### src/pkg/dca_regs.vh
`ifndef DCA_REGS_VH
`define DCA_REGS_VH
// Command codes {cs_n, ras_n, cas_n, we_n}
`define DCA_CMD_MRS    4'h0
`define DCA_CMD_REF    4'h1
`define DCA_CMD_PRE    4'h2
`define DCA_CMD_ACT    4'h3
`define DCA_CMD_WR     4'h4
`define DCA_CMD_ZQC    4'h6
`define DCA_CMD_RD     4'h5
`define DCA_CMD_NOP    4'h7
// Address field positions
`define DCA_AP_BIT     10
`define DCA_BC_BIT     12
// Power states
`define DCA_ST_IDLE    2'h0
`define DCA_ST_APD     2'h1
`define DCA_ST_PPD     2'h2
`define DCA_ST_SR      2'h3
`define DCA_BANKS      8
`endif

### src/rtl/dca_cmd_inputs.v
// What this block does
// - All address and control inputs are sampled only on the rising clock edge.
// - CKE high runs internal clocks, buffers, drivers; low turns them off.
// - CKE low gives precharge power-down or self-refresh idle, else active power-down.
// - CKE synchronous for power-down entry/exit, SR entry; SR exit also sampled on the rising edge.
// - In power-down all input buffers off except clocks, ODT and CKE.
// - In self-refresh all input buffers off except CKE.
// - Commands with chip select sampled high are ignored.
// - Command decoded from RAS, CAS, WE together with chip select.
// - Write beats with data mask high are left unwritten, mask on both strobe edges.
// - On x8 parts the shared pin is mask or termination strobe, per MR1 bit.
// - Bit set gives strobe-like termination on TDQS; clear gives mask; x16 uses zero.
// - Bank address selects target bank, or the mode register during MRS.
// - On read/write, A10 high requests auto-precharge; low leaves row open.
// - On precharge, A10 low closes selected bank; high closes all banks.
// - Address carries row at activate, column at read/write, opcode at MRS.
// - On read/write, A12 low chops the burst; high gives full burst.
// - ODT high enables termination on DQ, DQS, DQS#, DM/TDQS pins.
// - ODT is ignored when MR1 and MR2 both disable termination.
`timescale 1ns/1ps
`default_nettype none
`include "dca_regs.vh"
module dca_cmd_inputs #(
  parameter X16   = 0,
  parameter AW    = 14,
  parameter MSKW  = 2
) (
  input  wire            REF_CLK_I,     // Device clock
  input  wire            RST_N_I,       // Sync reset, active low
  input  wire            CKE_I,         // Clock enable
  input  wire            SR_REQ_I,      // Self-refresh entry on CKE fall
  input  wire            CS_N_I,        // Chip select
  input  wire            RAS_N_I,       // Row strobe
  input  wire            CAS_N_I,       // Column strobe
  input  wire            WE_N_I,        // Write enable
  input  wire [2:0]      BA_I,          // Bank address
  input  wire [AW-1:0]   ADDR_I,        // Address
  input  wire            ODT_I,         // Termination enable
  input  wire [MSKW-1:0] DM_I,          // Data mask per lane
  input  wire            WBEAT_I,       // Write beat, either strobe edge
  input  wire            MR1_TDQS_I,    // MR1 termination strobe select
  input  wire            MR1_RTT_EN_I,  // MR1 termination enabled
  input  wire            MR2_RTT_EN_I,  // MR2 termination enabled
  output reg             ICLK_EN_O,     // Internal clocks and drivers on
  output reg             BUF_CA_EN_O,   // Command/address buffers on
  output reg             BUF_CK_EN_O,   // Clock and ODT buffers on
  output reg  [1:0]      PWR_ST_O,      // Power state
  output reg  [3:0]      CMD_O,         // Decoded command
  output reg             CMD_VLD_O,     // Command pulse
  output reg  [2:0]      BANK_O,        // Target bank or mode register
  output reg  [AW-1:0]   ROW_O,         // Row address at activate
  output reg  [9:0]      COL_O,         // Column at read/write
  output reg  [AW-1:0]   OPCODE_O,      // Mode register opcode
  output reg             AUTO_PRE_O,    // Auto-precharge requested
  output reg             PRE_ALL_O,     // Precharge all banks
  output reg             CHOP_O,        // Burst chopped
  output reg  [7:0]      OPEN_BANKS_O,  // Banks with open row
  output reg  [MSKW-1:0] BEAT_WR_EN_O,  // Per-lane beat write enable
  output reg             TDQS_MODE_O,   // Shared pin is term strobe
  output reg             ODT_ON_O       // Termination active
);
  // ----------------------------------------
  // Local state and decode
  // ----------------------------------------
  reg  [1:0]            st_q;
  reg  [`DCA_BANKS-1:0] open_q;
  reg                   cke_q;
  wire [3:0]            cmd;
  wire                  ca_live;
  wire                  ck_live;
  wire                  tdqs;
  wire                  rtt_en;
  wire                  take;
  wire                  take_act;
  wire                  take_rw;
  wire                  take_pre;
  wire                  take_mrs;
  wire                  ap_bit;
  wire [MSKW-1:0]       lane_wr;

  // Read or write column access
  function f_is_rw;
    input [3:0] code;
    begin
      f_is_rw = (code == `DCA_CMD_RD) || (code == `DCA_CMD_WR);
    end
  endfunction

  // Strobe mode turns the mask pin into a termination strobe
  function f_mask_ok;
    input beat;
    input mask;
    input strobe_mode;
    begin
      f_mask_ok = beat && !(mask && !strobe_mode);
    end
  endfunction

  assign cmd      = {CS_N_I, RAS_N_I, CAS_N_I, WE_N_I};
  assign ca_live  = (st_q == `DCA_ST_IDLE);
  assign ck_live  = (st_q != `DCA_ST_SR);
  assign tdqs     = (X16 == 0) && MR1_TDQS_I;
  assign rtt_en   = MR1_RTT_EN_I || MR2_RTT_EN_I;
  assign take     = ca_live && CKE_I && cke_q && !CS_N_I && (cmd != `DCA_CMD_NOP);
  assign take_act = take && (cmd == `DCA_CMD_ACT);
  assign take_rw  = take && f_is_rw(cmd);
  assign take_pre = take && (cmd == `DCA_CMD_PRE);
  assign take_mrs = take && (cmd == `DCA_CMD_MRS);
  assign ap_bit   = ADDR_I[`DCA_AP_BIT];

  // ----------------------------------------
  // Per-lane write mask
  // ----------------------------------------
  genvar g;
  generate
    for (g = 0; g < MSKW; g = g + 1) begin : g_lane
      if ((X16 != 0) || (g == 0)) begin : g_used
        assign lane_wr[g] = f_mask_ok(WBEAT_I, DM_I[g], tdqs);
      end else begin : g_unused
        // An x8 part has no upper lane
        assign lane_wr[g] = 1'b0;
      end
    end
  endgenerate

  // ----------------------------------------
  // Power state
  // ----------------------------------------
  always @(posedge REF_CLK_I) begin
    if (!RST_N_I) begin
      st_q  <= `DCA_ST_IDLE;
      cke_q <= 1'b1;
    end else begin
      cke_q <= CKE_I;
      case (st_q)
        `DCA_ST_IDLE: begin
          if (!CKE_I)
            st_q <= (open_q != 8'h00) ? `DCA_ST_APD :
                    (SR_REQ_I ? `DCA_ST_SR : `DCA_ST_PPD);
        end
        `DCA_ST_APD, `DCA_ST_PPD: begin
          if (CKE_I)
            st_q <= `DCA_ST_IDLE;
        end
        `DCA_ST_SR: begin
          // level exit, no clock qualifier beyond sampling
          if (CKE_I)
            st_q <= `DCA_ST_IDLE;
        end
        default: st_q <= `DCA_ST_IDLE;
      endcase
    end
  end

  // ----------------------------------------
  // Command capture and decode
  // ----------------------------------------
  // code latched on rising edge only
  always @(posedge REF_CLK_I) begin
    if (!RST_N_I) begin
      CMD_O     <= `DCA_CMD_NOP;
      CMD_VLD_O <= 1'b0;
    end else begin
      CMD_VLD_O <= take;
      if (take) begin
        CMD_O <= cmd;
      end
    end
  end

  always @(posedge REF_CLK_I) begin
    if (!RST_N_I) begin
      BANK_O <= 3'h0;
    end else if (take) begin
      BANK_O <= BA_I;
    end
  end

  always @(posedge REF_CLK_I) begin
    if (!RST_N_I) begin
      ROW_O <= {AW{1'b0}};
    end else if (take_act) begin
      ROW_O <= ADDR_I;
    end
  end

  always @(posedge REF_CLK_I) begin
    if (!RST_N_I) begin
      COL_O <= 10'h000;
    end else if (take_rw) begin
      COL_O <= ADDR_I[9:0];
    end
  end

  always @(posedge REF_CLK_I) begin
    if (!RST_N_I) begin
      OPCODE_O <= {AW{1'b0}};
    end else if (take_mrs) begin
      OPCODE_O <= ADDR_I;
    end
  end

  always @(posedge REF_CLK_I) begin
    if (!RST_N_I) begin
      AUTO_PRE_O <= 1'b0;
      PRE_ALL_O  <= 1'b0;
    end else begin
      AUTO_PRE_O <= take_rw && ap_bit;
      PRE_ALL_O  <= take_pre && ap_bit;
    end
  end

  always @(posedge REF_CLK_I) begin
    if (!RST_N_I) begin
      CHOP_O <= 1'b0;
    end else if (take_rw) begin
      CHOP_O <= ~ADDR_I[`DCA_BC_BIT];
    end
  end

  // open rows; auto-precharge closes at once, not after the burst
  always @(posedge REF_CLK_I) begin
    if (!RST_N_I) begin
      open_q <= {`DCA_BANKS{1'b0}};
    end else if (take_act) begin
      open_q[BA_I] <= 1'b1;
    end else if (take_pre && ap_bit) begin
      open_q <= {`DCA_BANKS{1'b0}};
    end else if (take_pre || (take_rw && ap_bit)) begin
      open_q[BA_I] <= 1'b0;
    end
  end

  // ----------------------------------------
  // Buffers, mask and termination
  // ----------------------------------------
  // clocks follow the enable
  always @(posedge REF_CLK_I) begin
    if (!RST_N_I) begin
      ICLK_EN_O <= 1'b0;
    end else begin
      ICLK_EN_O <= CKE_I && ca_live;
    end
  end

  // clock and ODT kept in power-down only
  always @(posedge REF_CLK_I) begin
    if (!RST_N_I) begin
      BUF_CA_EN_O <= 1'b0;
      BUF_CK_EN_O <= 1'b0;
    end else begin
      BUF_CA_EN_O <= ca_live;
      BUF_CK_EN_O <= ck_live;
    end
  end

  always @(posedge REF_CLK_I) begin
    if (!RST_N_I) begin
      PWR_ST_O     <= `DCA_ST_IDLE;
      OPEN_BANKS_O <= 8'h00;
    end else begin
      PWR_ST_O     <= st_q;
      OPEN_BANKS_O <= open_q;
    end
  end

  always @(posedge REF_CLK_I) begin
    if (!RST_N_I) begin
      TDQS_MODE_O <= 1'b0;
    end else begin
      TDQS_MODE_O <= tdqs;
    end
  end

  always @(posedge REF_CLK_I) begin
    if (!RST_N_I) begin
      BEAT_WR_EN_O <= {MSKW{1'b0}};
    end else begin
      BEAT_WR_EN_O <= lane_wr;
    end
  end

  always @(posedge REF_CLK_I) begin
    if (!RST_N_I) begin
      ODT_ON_O <= 1'b0;
    end else begin
      ODT_ON_O <= ODT_I && rtt_en && ck_live;
    end
  end
endmodule // dca_cmd_inputs
`default_nettype wire

### config.mk
export PLATFORM = sky130hd
export DESIGN_NAME = dca_cmd_inputs
export DESIGN_NICKNAME = d
export VERILOG_FILES = /design/src/rtl/dca_cmd_inputs.v
export VERILOG_INCLUDE_DIRS = /design/src /design/src/pkg
export SDC_FILE = /design/constraint.sdc
export NUM_CORES = 1
export LEC_CHECK = 0
export BUFFER_PORTS_ARGS = -buffer_cell sky130_fd_sc_hd__buf_2
export CAP_MARGIN = 20
export CELL_PAD_IN_SITES_DETAIL_PLACEMENT = 0
export CELL_PAD_IN_SITES_GLOBAL_PLACEMENT = 1
export CORE_ASPECT_RATIO = 0.5
export CORE_MARGIN = 3
export CORE_UTILIZATION = 35
export DETAILED_ROUTE_END_ITERATION = 10
export HOLD_SLACK_MARGIN = 0.03
export PLACE_DENSITY_LB_ADDON = 0.1
export SLEW_MARGIN = 20
export SYNTH_ARGS = -nofsm -noshare
export SYNTH_HDL_FRONTEND = slang
export SYNTH_SLANG_ARGS = --single-unit
### constraint.sdc
create_clock -name REF_CLK_I -period 1.5 [get_ports REF_CLK_I]
set_input_delay 0.3 -clock REF_CLK_I [delete_from_list [all_inputs] [get_ports REF_CLK_I]]
set_output_delay 0.3 -clock REF_CLK_I [all_outputs]
set_load 0.005 [all_outputs]
After elaboration in Yosys (flattened, before gate mapping)
Cells that the tools add are included.

storage, ports and cells
  output and inout port bits = 66
  memories kept = 0
  bits in latches = 0
  memory bits (writable) = 0
  logic and storage cells = 75
  register bits after elaboration = 77
  memory bits (read-only) = 0
  input bits = 32

cells by class
  muxes and demuxes = 10
  reductions and logical operators = 27
  bitwise gates (word level) = 4
  equality and inequality tests = 11
  shift-type cells = 0
  multiply operators = 0
  $add $sub $neg = 0
  $lt $le $gt $ge = 2
  div/mod/pow operators = 0

operators by type and width
  kind                number
  $mux 8              3
  $logic_and 1x1->1   15
  $and 8x8->8         1
  $eq 4x2->1 const B  2
  $eq 4x3->1 const B  2
  $not 8->8           1
  $or 8x8->8          1
  $reduce_bool 8->1   1
  $mux 2              3
  $eq 2x2->1 const B  2
  $logic_not 4->1     1
  $lt 3x4->1 const B  1
  $ne 2x2->1 const B  2
  $ne 4x3->1 const B  1
  $pmux 2 s2          1
  $demux 1 s3         1
  $ge 3x1->1 const B  1
  $logic_not 1->1     3
  $logic_or 1x1->1    3
  $reduce_bool 3->1   1
  $reduce_or 3->1     1
  $eq 2x1->1 const B  1
  $logic_not 2->1     1
  $mux 1              2
  other kinds (3)     3

Depth between registers and ports, before layout
Gate-level depths: netlist of the first run.

  depth after elaboration = 11
  depth in mapped cells = 6
  mapped depth without buffers = 4

Least setup slack after synthesis of the first run
Ideal clock, no wire load.

  path kind = flip-flop to flip-flop
  start point = reg st_q[0]
  end point = reg COL_O[0]
  setup slack = 0.093 ns
  library setup time = 0.119 ns
  period minus slack after synthesis = 1.407 ns
  required time = 1.381 ns
  arrival = 1.288 ns
  path buffers = 2
  cell stages (with the launch flop) = 6
  cells stage by stage = dfxtp_1 > nand4bb_1 > buf_2 > nor4b_4 > buf_2 > o21ai_1

on the way
  word-level cells in the longest chain between the ends = 6

ends and longest elaborated chain
  element                         line                  source
  start: declaration              dca_cmd_inputs.v:65   reg [1:0] st_q;
  start signal: assignment        dca_cmd_inputs.v:131  st_q <= `DCA_ST_IDLE;
  start signal: assignment        dca_cmd_inputs.v:138  st_q <= (open_q != 8'h00) ? `DCA_ST_APD :
  start signal: assignment        dca_cmd_inputs.v:143  st_q <= `DCA_ST_IDLE;
  $logic_not 2->1                 -
  $logic_and 1x1->1 (4 in a row)  dca_cmd_inputs.v:104  assign take = ca_live && CKE_I && cke_q && !CS_N_I && (cmd != `DCA_CMD_NOP);
  $logic_and 1x1->1               dca_cmd_inputs.v:106  assign take_rw = take && f_is_rw(cmd);
  end signal: assignment          dca_cmd_inputs.v:191  COL_O <= ADDR_I[9:0];
  end: declaration                dca_cmd_inputs.v:52   output reg [9:0] COL_O,

No other way between the ends.
A chain may end at the register's enable or synchronous reset.

Final worst setup path of the first run
  start point = reg st_q[0]
  end point = reg CHOP_O

on the way
  word-level cells in the longest chain between the ends = 6

ends and longest elaborated chain
  element                         line                  source
  $logic_not 2->1                 -
  $logic_and 1x1->1 (4 in a row)  dca_cmd_inputs.v:104
  $logic_and 1x1->1               dca_cmd_inputs.v:106
  end signal: assignment          dca_cmd_inputs.v:217  CHOP_O <= ~ADDR_I[`DCA_BC_BIT];
  end: declaration                dca_cmd_inputs.v:56   output reg CHOP_O,

No other way between the ends.

==> results by group, run 1 <==
Routing
  • Routed WL per cell: 13.6 um
  • Total Wirelength: 7220 um
  • First-pass iteration count of the detailed router: 6
  • Routed Antenna Nets: 0
  • Iter 0 DRT Violations: around 160
  • Drt via density: 4.65
  • Post-route DRC violation count: 0
  • Via Count: 2469

Placement
  • Post-DP HPWL: 4890 um
  • Routability cong.: 0.820
  • Dpl ws: -186 ps
  • Dpl cells: 511
  • Port Buffers: 95
  • Area of placed instances: about 3500 um2

Run
  • Max capacitance violation total: 0

Final layout
  • Final core utilization: between 50% and 60%
  • Final non-filler cell total: approximately 530
  • Area Overhead vs Synth: 42.7%
  • Nets: 450
  • Ant. Diodes: 0
  • Post-route design area: 3930 um2
  • Share of cells above drive strength 1: 33.3%

Worst setup path
  • CP Class: register to register
  • Slowest cell delay on critical path: 310 ps
  • Slowest-stage cell, CP: dfxtp_1
  • Crit path launch: st_q[0]
  • CP Cell Sequence: nand4bb_4 > buf_4 > nor4b_4 > buf_6 > buf_12 > nand2_1 > o211a_1
  • Crit Path Max Fanout: 6
  • Startpoint Class: register
  • Crit end category: register
  • Reg-to-reg critical path startpoint: st_q[0]
  • Critical path required time: 1730 ps
  • Critical Path AT: 1660 ps

CTS
  • Cts bufs inserted: 9
  • Clock-pin slew on the worst setup and hold paths: 60 ps
  • CTS tree: built
  • Worst-case clock buffer depth: 2
  • Root buf cell: clkbuf_16
  • H-Tree Depth: 3
  • # hold bufs at CTS: 0
  • CTS sink cnt: 76
  • Worst-Skew Late Latency: 330 ps

Yosys
  • Register bit count reported by yosys: 76
  • Mapped Area: 2760 um2
  • Synthesized net count: 346
  • Yosys cell types: 34
  • Syn Inst Count: 314
  • Syn. warnings: 0
  • Sequential area share after synthesis: 55.2%
  • Synth Area per Inst: 8.77 um2

Worst hold path
  • Worst hold start: DM_I[0]
  • HP Class: primary input to register

Timing
  • Fin crit share: 95.8%
  • Setup ws final: 62.8 ps
  • Max Slew Vio Count: 0
  • Final hold violation count: 0
  • RSZ-0062 raised after global routing: true
  • Hold slack: 134 ps
  • Final setup viols: 0
  • Clk_skew: 2.48 ps
  • Peak Freq: between 600 and 700 MHz
  • Crit path time final: 1440 ps
  • Setup tns final: 0 ps

Global route
  • M2 GR Usage: 27.9%
  • Initial antenna violation count: 0
  • Total grt overflow: 0
  • Largest net degree at the start of global routing: 70
  • GR met3 Demand/Resource: 6.96%
  • First-pass GRT wire length: 11400 um
  • Met1 GRT Util: 18.5%
  • Total GRT Usage: 16.3%
  • Vias in the first global route: 2363
  • Grt peak-use layer: met2

Power and ir drop
  • Overall Power: 4.89 mW
  • Leak Pwr: 1.76 nW
  • PD cells: 1240 nW/um2
  • Worst VDD drop: 0.506 mV

Outcome
  • Outcome: complete, no violations

Floorplanning
  • Row count: 22
  • # IOs: 98
  • Total die area: between 9000 and 10000 um2
  • Core area: 7490 um2
  • Chip width: 131 um
  • Vert. Die Dim: about 70 um
  • Initial core utilization: 36.8%
-- flip-flops by register name, summed over array words and instances (netlist names) --
name / count
TDQS_MODE_O: 1
BUF_CA_EN_O: 1
open_q: 8
OPCODE_O: 14
CMD_O: 4
ROW_O: 14
COL_O: 10
ODT_ON_O: 1
OPEN_BANKS_O: 8
ICLK_EN_O: 1
PRE_ALL_O: 1
BEAT_WR_EN_O: 1
CHOP_O: 1
st_q: 2
AUTO_PRE_O: 1
BUF_CK_EN_O: 1
BANK_O: 3
PWR_ST_O: 2
CMD_VLD_O: 1
cke_q: 1
-- worst max-delay path, delay by kind of cell, from the launching register on --
kind / cells / cell delay (ps)
buffers and inverters: 3 / 450
AOI/OAI and AO/OA: 1 / 110
and+or+nand+nor: 3 / 470
DFF: 1 / 310
-- metal layers --
layer  share of wire, %  routed length (um)  vias up
met2                 48                3440       53
met3                5.4                 388        9
met5                  0                   0        -
met4                1.4                 103        0
li1                   -                   -     1273
met1                 46                3290     1134
-- what timing repair did --
item / 4_1_cts / 5_1_grt
setup buffers: 0 / 1
cloned: 0 / 3
gates resized for setup: 1 / 11
endpoints found under the hold margin: 0 / 0
pin swaps: 0 / 1
endpoints found under the setup margin: 2 / 27
-- area by class of cell --
type                            instances  area (um2)
Tap cell                              108         135
Clock buffer                           12         256
Clock inverter                          4        95.1
Inverter                                5        18.8
Multi-Input combinational cell        209        1160
Fill cell                             725        3560
Timing Repair Buffer                  117         743
Sequential cell                        76        1520
-- worst paths after layout --
check | endpoint | slack [ps] | depth (start not counted)
setup / recovery | CHOP_O | 60 | 7
hold / removal | BEAT_WR_EN_O[0] | 130 | 2
setup reg to reg | CHOP_O | 60 | 7
hold reg to reg | CMD_O[3] | 430 | 2
-- cell families after synthesis --
| kind of cell | count (synthesis) | share of synthesized area (%) |
|---|---|---|
| AND/OR/NAND/NOR | 133 | 23.7 |
| flip-flops | 76 | 55.2 |
| AO/OA/AOI/OAI | 75 | 16.2 |
| buffers and inverters | 29 | 4.72 |
| other | 1 | 0.136 |
-- power breakdown --
part	switching [mW]	leakage (nW)	total [mW]	internal (mW)
sequential	0.0176	0.616	2.07	2.05
combinational	0.169	0.974	0.307	0.138
clock	0.797	0.173	2.51	1.71
total	0.983	1.76	4.89	3.91
-- synthesized netlist by cell type (all sizes together) --
| master | instances | area [um2] |
|---|---|---|
| nor4bb | 1 | 10.0 |
| buf | 12 | 66.3 |
| a21oi | 4 | 20.0 |
| nand3 | 28 | 140 |
| and4b | 1 | 10.0 |
| nor2 | 8 | 30.0 |
| and2b | 1 | 7.51 |
| nor4b | 1 | 23.8 |
| o31ai | 2 | 15.0 |
| o21ai | 43 | 215 |
| a31oi | 6 | 37.5 |
| nand3b | 2 | 15.0 |
| or3 | 1 | 6.26 |
| a211o | 1 | 8.76 |
| or3b | 1 | 8.76 |
| inv | 5 | 18.8 |
| and2 | 13 | 81.3 |
| o32ai | 1 | 8.76 |
| nor3 | 5 | 25.0 |
| nor4 | 2 | 18.8 |
| clkbuf | 12 | 45.0 |
| o211a | 2 | 20.0 |
| a21boi | 15 | 113 |
| nand2 | 64 | 240 |
| dfxtp | 76 | 1520 |
| nor2b | 1 | 6.26 |
| nand4bb | 1 | 11.3 |
| a311oi | 1 | 8.76 |
| nand2b | 3 | 18.8 |
| conb | 1 | 3.75 |
-- placed cells by master (no fill, tap or decap), types with 2 or more instances in the layout --
cell type / instances
buf_6: 2
nand3_1: 28
buf_2: 96
dfxtp_1: 76
bufinv_16: 3
nand2_1: 63
and2_1: 13
buf_4: 12
o21ai_1: 42
clkbuf_8: 2
buf_12: 5
o211a_1: 2
a31oi_1: 6
inv_1: 5
nor2_1: 8
clkbuf_16: 11
nand2b_1: 3
a21oi_1: 4
nor3_1: 4
a21boi_1: 14
nand3b_1: 2
Note: power is estimated with default switching activity, not from simulation.
==> run 2, diff against run 1 <==
Settings changed: CELL_PAD_IN_SITES_DETAIL_PLACEMENT 0 to default, CELL_PAD_IN_SITES_GLOBAL_PLACEMENT 1 to default, CORE_UTILIZATION 35 to 52, GPL_ROUTABILITY_DRIVEN from default to 1, PLACE_DENSITY from default to 0.83, PLACE_DENSITY_LB_ADDON 0.1 to default.
Clock period 1.5 ns to 1.7 ns, I/O delays scaled along.
==> run 2 against run 1 <==
Total power is 27% lower. Combinational power is 23% lower. Clock skew rose by 3.4 ps. Flip-flop and latch count did not move. Sequential share of layout area up 4.0 points. Non-clock buffer count fell by 10. Via count grew 1.3%. Clock power shrank 41%. Critical path type unchanged. Critical endpoint is now open_q[0]. Largest power group is now sequential cells. Highest routed layer unchanged.
==> results by group, run 2 (synthesized netlist as in run 1, its figures left out) <==
Final layout
  • Share of cells above drive strength 1: 30.0% (was 33.3%)
  • Area Overhead vs Synth: 29.3% (was 42.7%)
  • Ant. Diodes: 0 (unchanged)
  • Most frequent cells in the layout: buf_2, dfxtp_1, nand2_1 (unchanged)
  • Post-route design area: 3560 um2 (was 3930 um2)
  • Final core utilization: 71.0% (was 52.5%)
  • Nets: 440 (was 450)
  • Commonest non-fill, non-tap cell in the layout: buf_2 (unchanged)
  • Largest registers: OPCODE_O: 14 flops, ROW_O: 14 flops, COL_O: 10 flops (unchanged)

Routing
  • Iter 0 DRT Violations: 170 (was 155)
  • Routed WL per cell: 13.4 um (was 13.6 um)
  • Drt via density: 5.18 (was 4.65)
  • Routed Antenna Nets: 0 (unchanged)
  • Via Count: 2501 (was 2469)
  • First-pass iteration count of the detailed router: 6 (unchanged)
  • Total Wirelength: 6470 um (was 7220 um)
  • Post-route DRC violation count: 0 (unchanged)

Worst hold path
  • Hold Path End: BEAT_WR_EN_O[0] (unchanged)
  • Worst hold start: DM_I[0] (unchanged)
  • Hold Crit Depth: 2 (unchanged)
  • HP Class: primary input to register (unchanged)

Global route
  • Largest net degree at the start of global routing: 90 (was 70)
  • Initial antenna violation count: 0 (unchanged)
  • Total GRT Usage: 20.7% (was 16.3%)
  • Vias in the first global route: 2231 (was 2363)
  • First-pass GRT wire length: 10100 um (was 11400 um)
  • Total grt overflow: 0 (unchanged)

Power and ir drop
  • Worst VDD drop: 0.577 mV (was 0.506 mV)
  • PD cells: 995 nW/um2 (was 1240 nW/um2)
  • Leak Pwr: 1.62 nW (was 1.76 nW)

CTS
  • Root buf cell: clkbuf_8 (was clkbuf_16)
  • CTS sink cnt: 76 (unchanged)
  • # Post-CTS Setup Buffers: 0 (unchanged)
  • CTS tree: built (unchanged)
  • Worst-case clock buffer depth: 2 (unchanged)
  • Cts bufs inserted: 9 (unchanged)
  • # hold bufs at CTS: 0 (unchanged)
  • Clock-pin slew on the worst setup and hold paths: 70 ps (was 60 ps)
  • Worst-Skew Late Latency: 340 ps (was 330 ps)
  • # resized after CTS: 0 (was 1)
  • H-Tree Depth: 3 (unchanged)

Timing
  • RSZ-0062 raised after global routing: false (was true)
  • Peak Freq: 653 MHz (was 696 MHz)
  • Setup tns final: 0 ps (unchanged)
  • Fin crit share: 90.0% (was 95.8%)
  • Clk_skew: 5.89 ps (was 2.48 ps)
  • Max Slew Vio Count: 0 (unchanged)
  • Final hold violation count: 0 (unchanged)
  • Final setup viols: 0 (unchanged)
  • Hold slack: 170 ps (was 134 ps)
  • Crit path time final: 1530 ps (was 1440 ps)

Run
  • Max capacitance violation total: 0 (unchanged)

Placement
  • Post-DP HPWL: 4590 um (was 4890 um)
  • Routability cong.: 0.829 (was 0.820)
  • Port Buffers: 95 (unchanged)
  • Area of placed instances: 3350 um2 (was 3450 um2)

Outcome
  • Outcome: complete, no violations (unchanged)

Worst setup path
  • Critical path required time: 1950 ps (was 1730 ps)
  • Worst reg2reg path depth: 5 (was 7)
  • R2R Setup Slk: 170 ps (was 60 ps)
  • Critical Path AT: 1780 ps (was 1660 ps)
  • Startpoint Class: register (unchanged)
  • Crit Path Max Fanout: 7 (was 6)
  • Crit end category: register (unchanged)
  • Critical R2R Capture: open_q[0] (was CHOP_O)
  • Reg-to-reg critical path startpoint: st_q[0] (unchanged)
  • CP Class: register to register (unchanged)

Floorplanning
  • Vert. Die Dim: 57.5 um (was 68.7 um)
  • Total die area: 6260 um2 (was 9040 um2)
  • Row count: 18 (was 22)
  • Chip width: 109 um (was 131 um)
  • # IOs: 98 (unchanged)
  • Initial core utilization: 54.9% (was 36.8%)
  • Core area: 5020 um2 (was 7490 um2)
==> run 2: cell types whose count changed in the layout (fill, tap and decap cells not counted), sizes merged <==
| cell | previous run | this run |
|---|---|---|
| clkbuf | 14 | 11 |
| buf | 115 | 107 |
| clkinv | 1 | 3 |
| bufinv | 3 | 2 |
==> run 2: cell type report <==
cell class                 instances  area (um2)
multi-input combinational        209        1100
inverter                           5        18.8
clock buffer                      11         141
clock inverter                     5        75.1
tap                               70        87.6
fill                             390        1460
sequential                        76        1520
timing repair buffer             107         616
==> run 2: how the worst max path moves through the flow <==
stage | startpoint | to | depth (start not counted)
2_1_floorplan | CS_N_I | COL_O[0] | 5
3_3_place_gp | CS_N_I | open_q[0] | 6
3_5_place_dp | CS_N_I | COL_O[6] | 7
4_1_cts | st_q[0] | COL_O[6] | 6
5_1_grt | st_q[1] | OPCODE_O[9] | 4
6_report | st_q[0] | open_q[0] | 5
==> run 2: worst max-delay path, stage by stage, from the launching register on <==
cell	delay, ps
dfxtp_1	310
nand4bb_1	220
buf_4	200
nor3_1	310
nand2_1	180
o31ai_1	230
==> run 2: routing by layer <==
layer	vias up	GRT usage, %	routed length (um)
met2	88	36.4	3280
li1	1248	-	-
met4	0	6.83	83
met1	1151	24.3	2740
met3	14	6.21	370
met5	-	0	0
==> run 2: report_power, final <==
part           switching, mW  internal [mW]
registers             0.0161           1.81
logic                  0.135          0.101
clock network          0.622          0.860
==> run 2: through the flow <==
| step | total power, mW | cells | setup slack, ps |
|---|---|---|---|
| 2_1_floorplan | 1.99 | 314 | 276 |
| 3_3_place_gp | 2.09 | 467 | 92.3 |
| 3_5_place_dp | 2.10 | 467 | 37.4 |
| 4_1_cts | 3.57 | 483 | 182 |
| 5_1_grt | 3.66 | 483 | 97.3 |
| 6_report | 3.54 | 483 | 169 |
==> run 3, diff against run 2 <==
Settings changed: ABC_AREA from default to 1, CORE_UTILIZATION 52 to 53, HOLD_SLACK_MARGIN 0.03 to 0.02, PLACE_DENSITY 0.83 to 0.84.
==> run 3 against run 2 <==
Maximum frequency down 2.9%. Critical endpoint is now CHOP_O. Count of clock-buffer cells in the layout decreased by 1. Combinational power grew 12%. Clock power is 9% lower. Synthesized cell count grew 15%. Worst hold slack worse by 6.9 ps. Sequential power is essentially flat. Largest power group unchanged. First-iteration DRC count shrank 28%. Cell count grew 10%. Final area down 0.74%.
==> results by group, run 3 <==
Timing
  • Crit path time final: 1580 ps (was 1530 ps)
  • Peak Freq: 635 MHz (was 653 MHz)
  • Fin crit share: 92.7% (was 90.0%)
  • Setup tns final: 0 ps (unchanged)
  • RSZ-0062 raised after global routing: false (unchanged)
  • Hold slack: 163 ps (was 170 ps)
  • Final setup viols: 0 (unchanged)
  • Clk_skew: 6.31 ps (was 5.89 ps)
  • Final hold violation count: 0 (unchanged)
  • Max Slew Vio Count: 0 (unchanged)
  • Setup ws final: 124 ps (was 169 ps)

Placement
  • Routability cong.: 0.824 (was 0.829)
  • Port Buffers: 95 (unchanged)
  • Post-DP HPWL: 4780 um (was 4590 um)
  • Dpl ws: 65.2 ps (was 37.4 ps)

Yosys
  • Mapped Area: 2820 um2 (was 2760 um2)
  • Ys async rst share: 0% (unchanged)
  • Syn. warnings: 0 (unchanged)
  • Syn Inst Count: 360 (was 314)
  • Top cells by area, synth: dfxtp_1, nand2_1, a21oi_1, nand3_1, nor2_1 (was dfxtp_1, nand2_1, o21ai_1, nand3_1, a21boi_1)
  • Register bit count reported by yosys: 76 (unchanged)
  • Yosys top cell by area: dfxtp_1 (unchanged)
  • Synthesized net count: 392 (was 346)
  • Post-synth EDFFs: 0 (unchanged)
  • Post-synth top area share: 54.0% (was 55.2%)
  • Synth cell count leaders: dfxtp_1, nand2_1, nor2_1, a21oi_1, nand3_1 (was dfxtp_1, nand2_1, o21ai_1, nand3_1, a21boi_1)
  • Yosys cell types: 24 (was 34)
  • Sequential area share after synthesis: 54.0% (was 55.2%)
  • Synth Flop Type: dfxtp_1 (unchanged)
  • Synth Area per Inst: 7.82 um2 (was 8.77 um2)

Floorplanning
  • Chip width: 109 um (about the same)
  • Vert. Die Dim: 57.5 um (about the same)
  • Initial core utilization: 56.1% (was 54.9%)
  • Total die area: 6280 um2 (was 6260 um2)
  • Row count: 18 (unchanged)
  • Core area: 5020 um2 (unchanged)
  • # IOs: 98 (unchanged)

Power and ir drop
  • PD cells: 973 nW/um2 (was 995 nW/um2)
  • Overall Power: 3.44 mW (was 3.54 mW)
  • Worst VDD drop: 0.608 mV (was 0.577 mV)
  • Leak Pwr: 1.83 nW (was 1.62 nW)

Final layout
  • Area of the multi-input gates: 1060 um2 (was 1100 um2)
  • Nets: 489 (was 440)
  • Final core utilization: 70.4% (was 71.0%)
  • Largest registers: OPCODE_O: 14 flops, ROW_O: 14 flops, COL_O: 10 flops (unchanged)
  • Commonest non-fill, non-tap cell in the layout: buf_2 (unchanged)
  • Area Overhead vs Synth: 25.6% (was 29.3%)
  • Share of cells above drive strength 1: 28.4% (was 30.0%)
  • # fillers: 420 (was 390)
  • Most frequent cells in the layout: buf_2, dfxtp_1, nand2_1 (unchanged)
  • Ant. Diodes: 0 (unchanged)
  • Sequential cell area: 1520 um2 (unchanged)

Global route
  • Total GRT Usage: 21.6% (was 20.7%)
  • Initial antenna violation count: 0 (unchanged)
  • Largest net degree at the start of global routing: 27 (was 90)
  • Vias in the first global route: 2479 (was 2231)
  • Total grt overflow: 0 (unchanged)
  • First-pass GRT wire length: 10700 um (was 10100 um)

Worst setup path
  • R2R Setup Slk: 120 ps (was 170 ps)
  • Crit Path Max Fanout: 20 (was 7)
  • Crit end category: register (unchanged)
  • Startpoint Class: register (unchanged)
  • CP Class: register to register (unchanged)
  • Critical Path AT: 1810 ps (was 1780 ps)
  • Critical path required time: 1930 ps (was 1950 ps)

Routing
  • Via Count: 2644 (was 2501)
  • Post-route DRC violation count: 0 (unchanged)
  • Drt via density: 4.97 (was 5.18)
  • Routed Antenna Nets: 0 (unchanged)
  • Iter 0 DRT Violations: 122 (was 170)
  • Routed WL per cell: 12.3 um (was 13.4 um)
  • Total Wirelength: 6540 um (was 6470 um)
  • First-pass iteration count of the detailed router: 4 (was 6)

CTS
  • Clock-pin slew on the worst setup and hold paths: 70 ps (about the same)
  • Root buf cell: clkbuf_8 (unchanged)
  • Cts bufs inserted: 9 (unchanged)
  • CTS tree: built (unchanged)
  • CTS sink cnt: 76 (unchanged)
  • # Post-CTS Setup Buffers: 0 (unchanged)
  • # resized after CTS: 0 (unchanged)
  • Worst-Skew Late Latency: 350 ps (was 340 ps)
  • H-Tree Depth: 3 (unchanged)
  • # hold bufs at CTS: 0 (unchanged)
  • Worst-case clock buffer depth: 2 (unchanged)

Run
  • Max capacitance violation total: 0 (unchanged)

Worst hold path
  • HP Class: primary input to register (unchanged)

Outcome
  • Outcome: complete, no violations (unchanged)
==> run 3: per-stage QoR <==
step | std cells | cell area, um2
after global routing | 532 | 3540
after global placement | 516 | 3340
after detailed placement | 516 | 3340
final | 532 | 3540
after floorplan | 360 | 2820
after CTS | 532 | 3530
==> run 3: worst paths after layout <==
kind	cells past startpoint	end	startpoint
setup / recovery	7	CHOP_O	st_q[0]
hold / removal	2	BEAT_WR_EN_O[0]	DM_I[0]
setup reg to reg	7	CHOP_O	st_q[0]
hold reg to reg	2	CMD_O[3]	CMD_O[3]
==> run 3: kinds of logic after synthesis <==
family          synth area share (%)
simple gates                    26.2
buf+inv                         8.35
other cells                    0.133
compound gates                  11.3
flops                           54.0
==> run 3: metal layers <==
metal / share of wire (%) / up-vias / track usage (%)
met5: 0 / - / 0
met3: 6.1 / 4 / 7.68
li1: - / 1344 / -
met4: 0.52 / 0 / 4.68
met1: 42 / 1233 / 24.4
met2: 52 / 63 / 39.4
==> run 3: where the power goes <==
part           internal (mW)  leakage [nW]  total [mW]  switching (mW)
Sequential              1.82         0.616        1.84          0.0200
Combinational          0.102          1.12       0.264           0.162
Clock                  0.678        0.0927        1.34           0.663
==> run 3: worst max-delay path: stages (launching register included) <==
cell,delay (ps)
dfxtp_1,360
nor2_4,150
nand2_2,90
nor2_4,200
buf_4,280
nand2_2,180
nand2_1,110
a21oi_1,70
==> run 3: area by class of cell <==
class	instances	share of cell area, %
Tap cell	70	2.48
Clock buffer	10	3.61
Sequential cell	76	43.0
Inverter	33	3.50
Multi-Input combinational cell	232	30.0
Timing Repair Buffer	105	15.6
Clock inverter	6	1.80
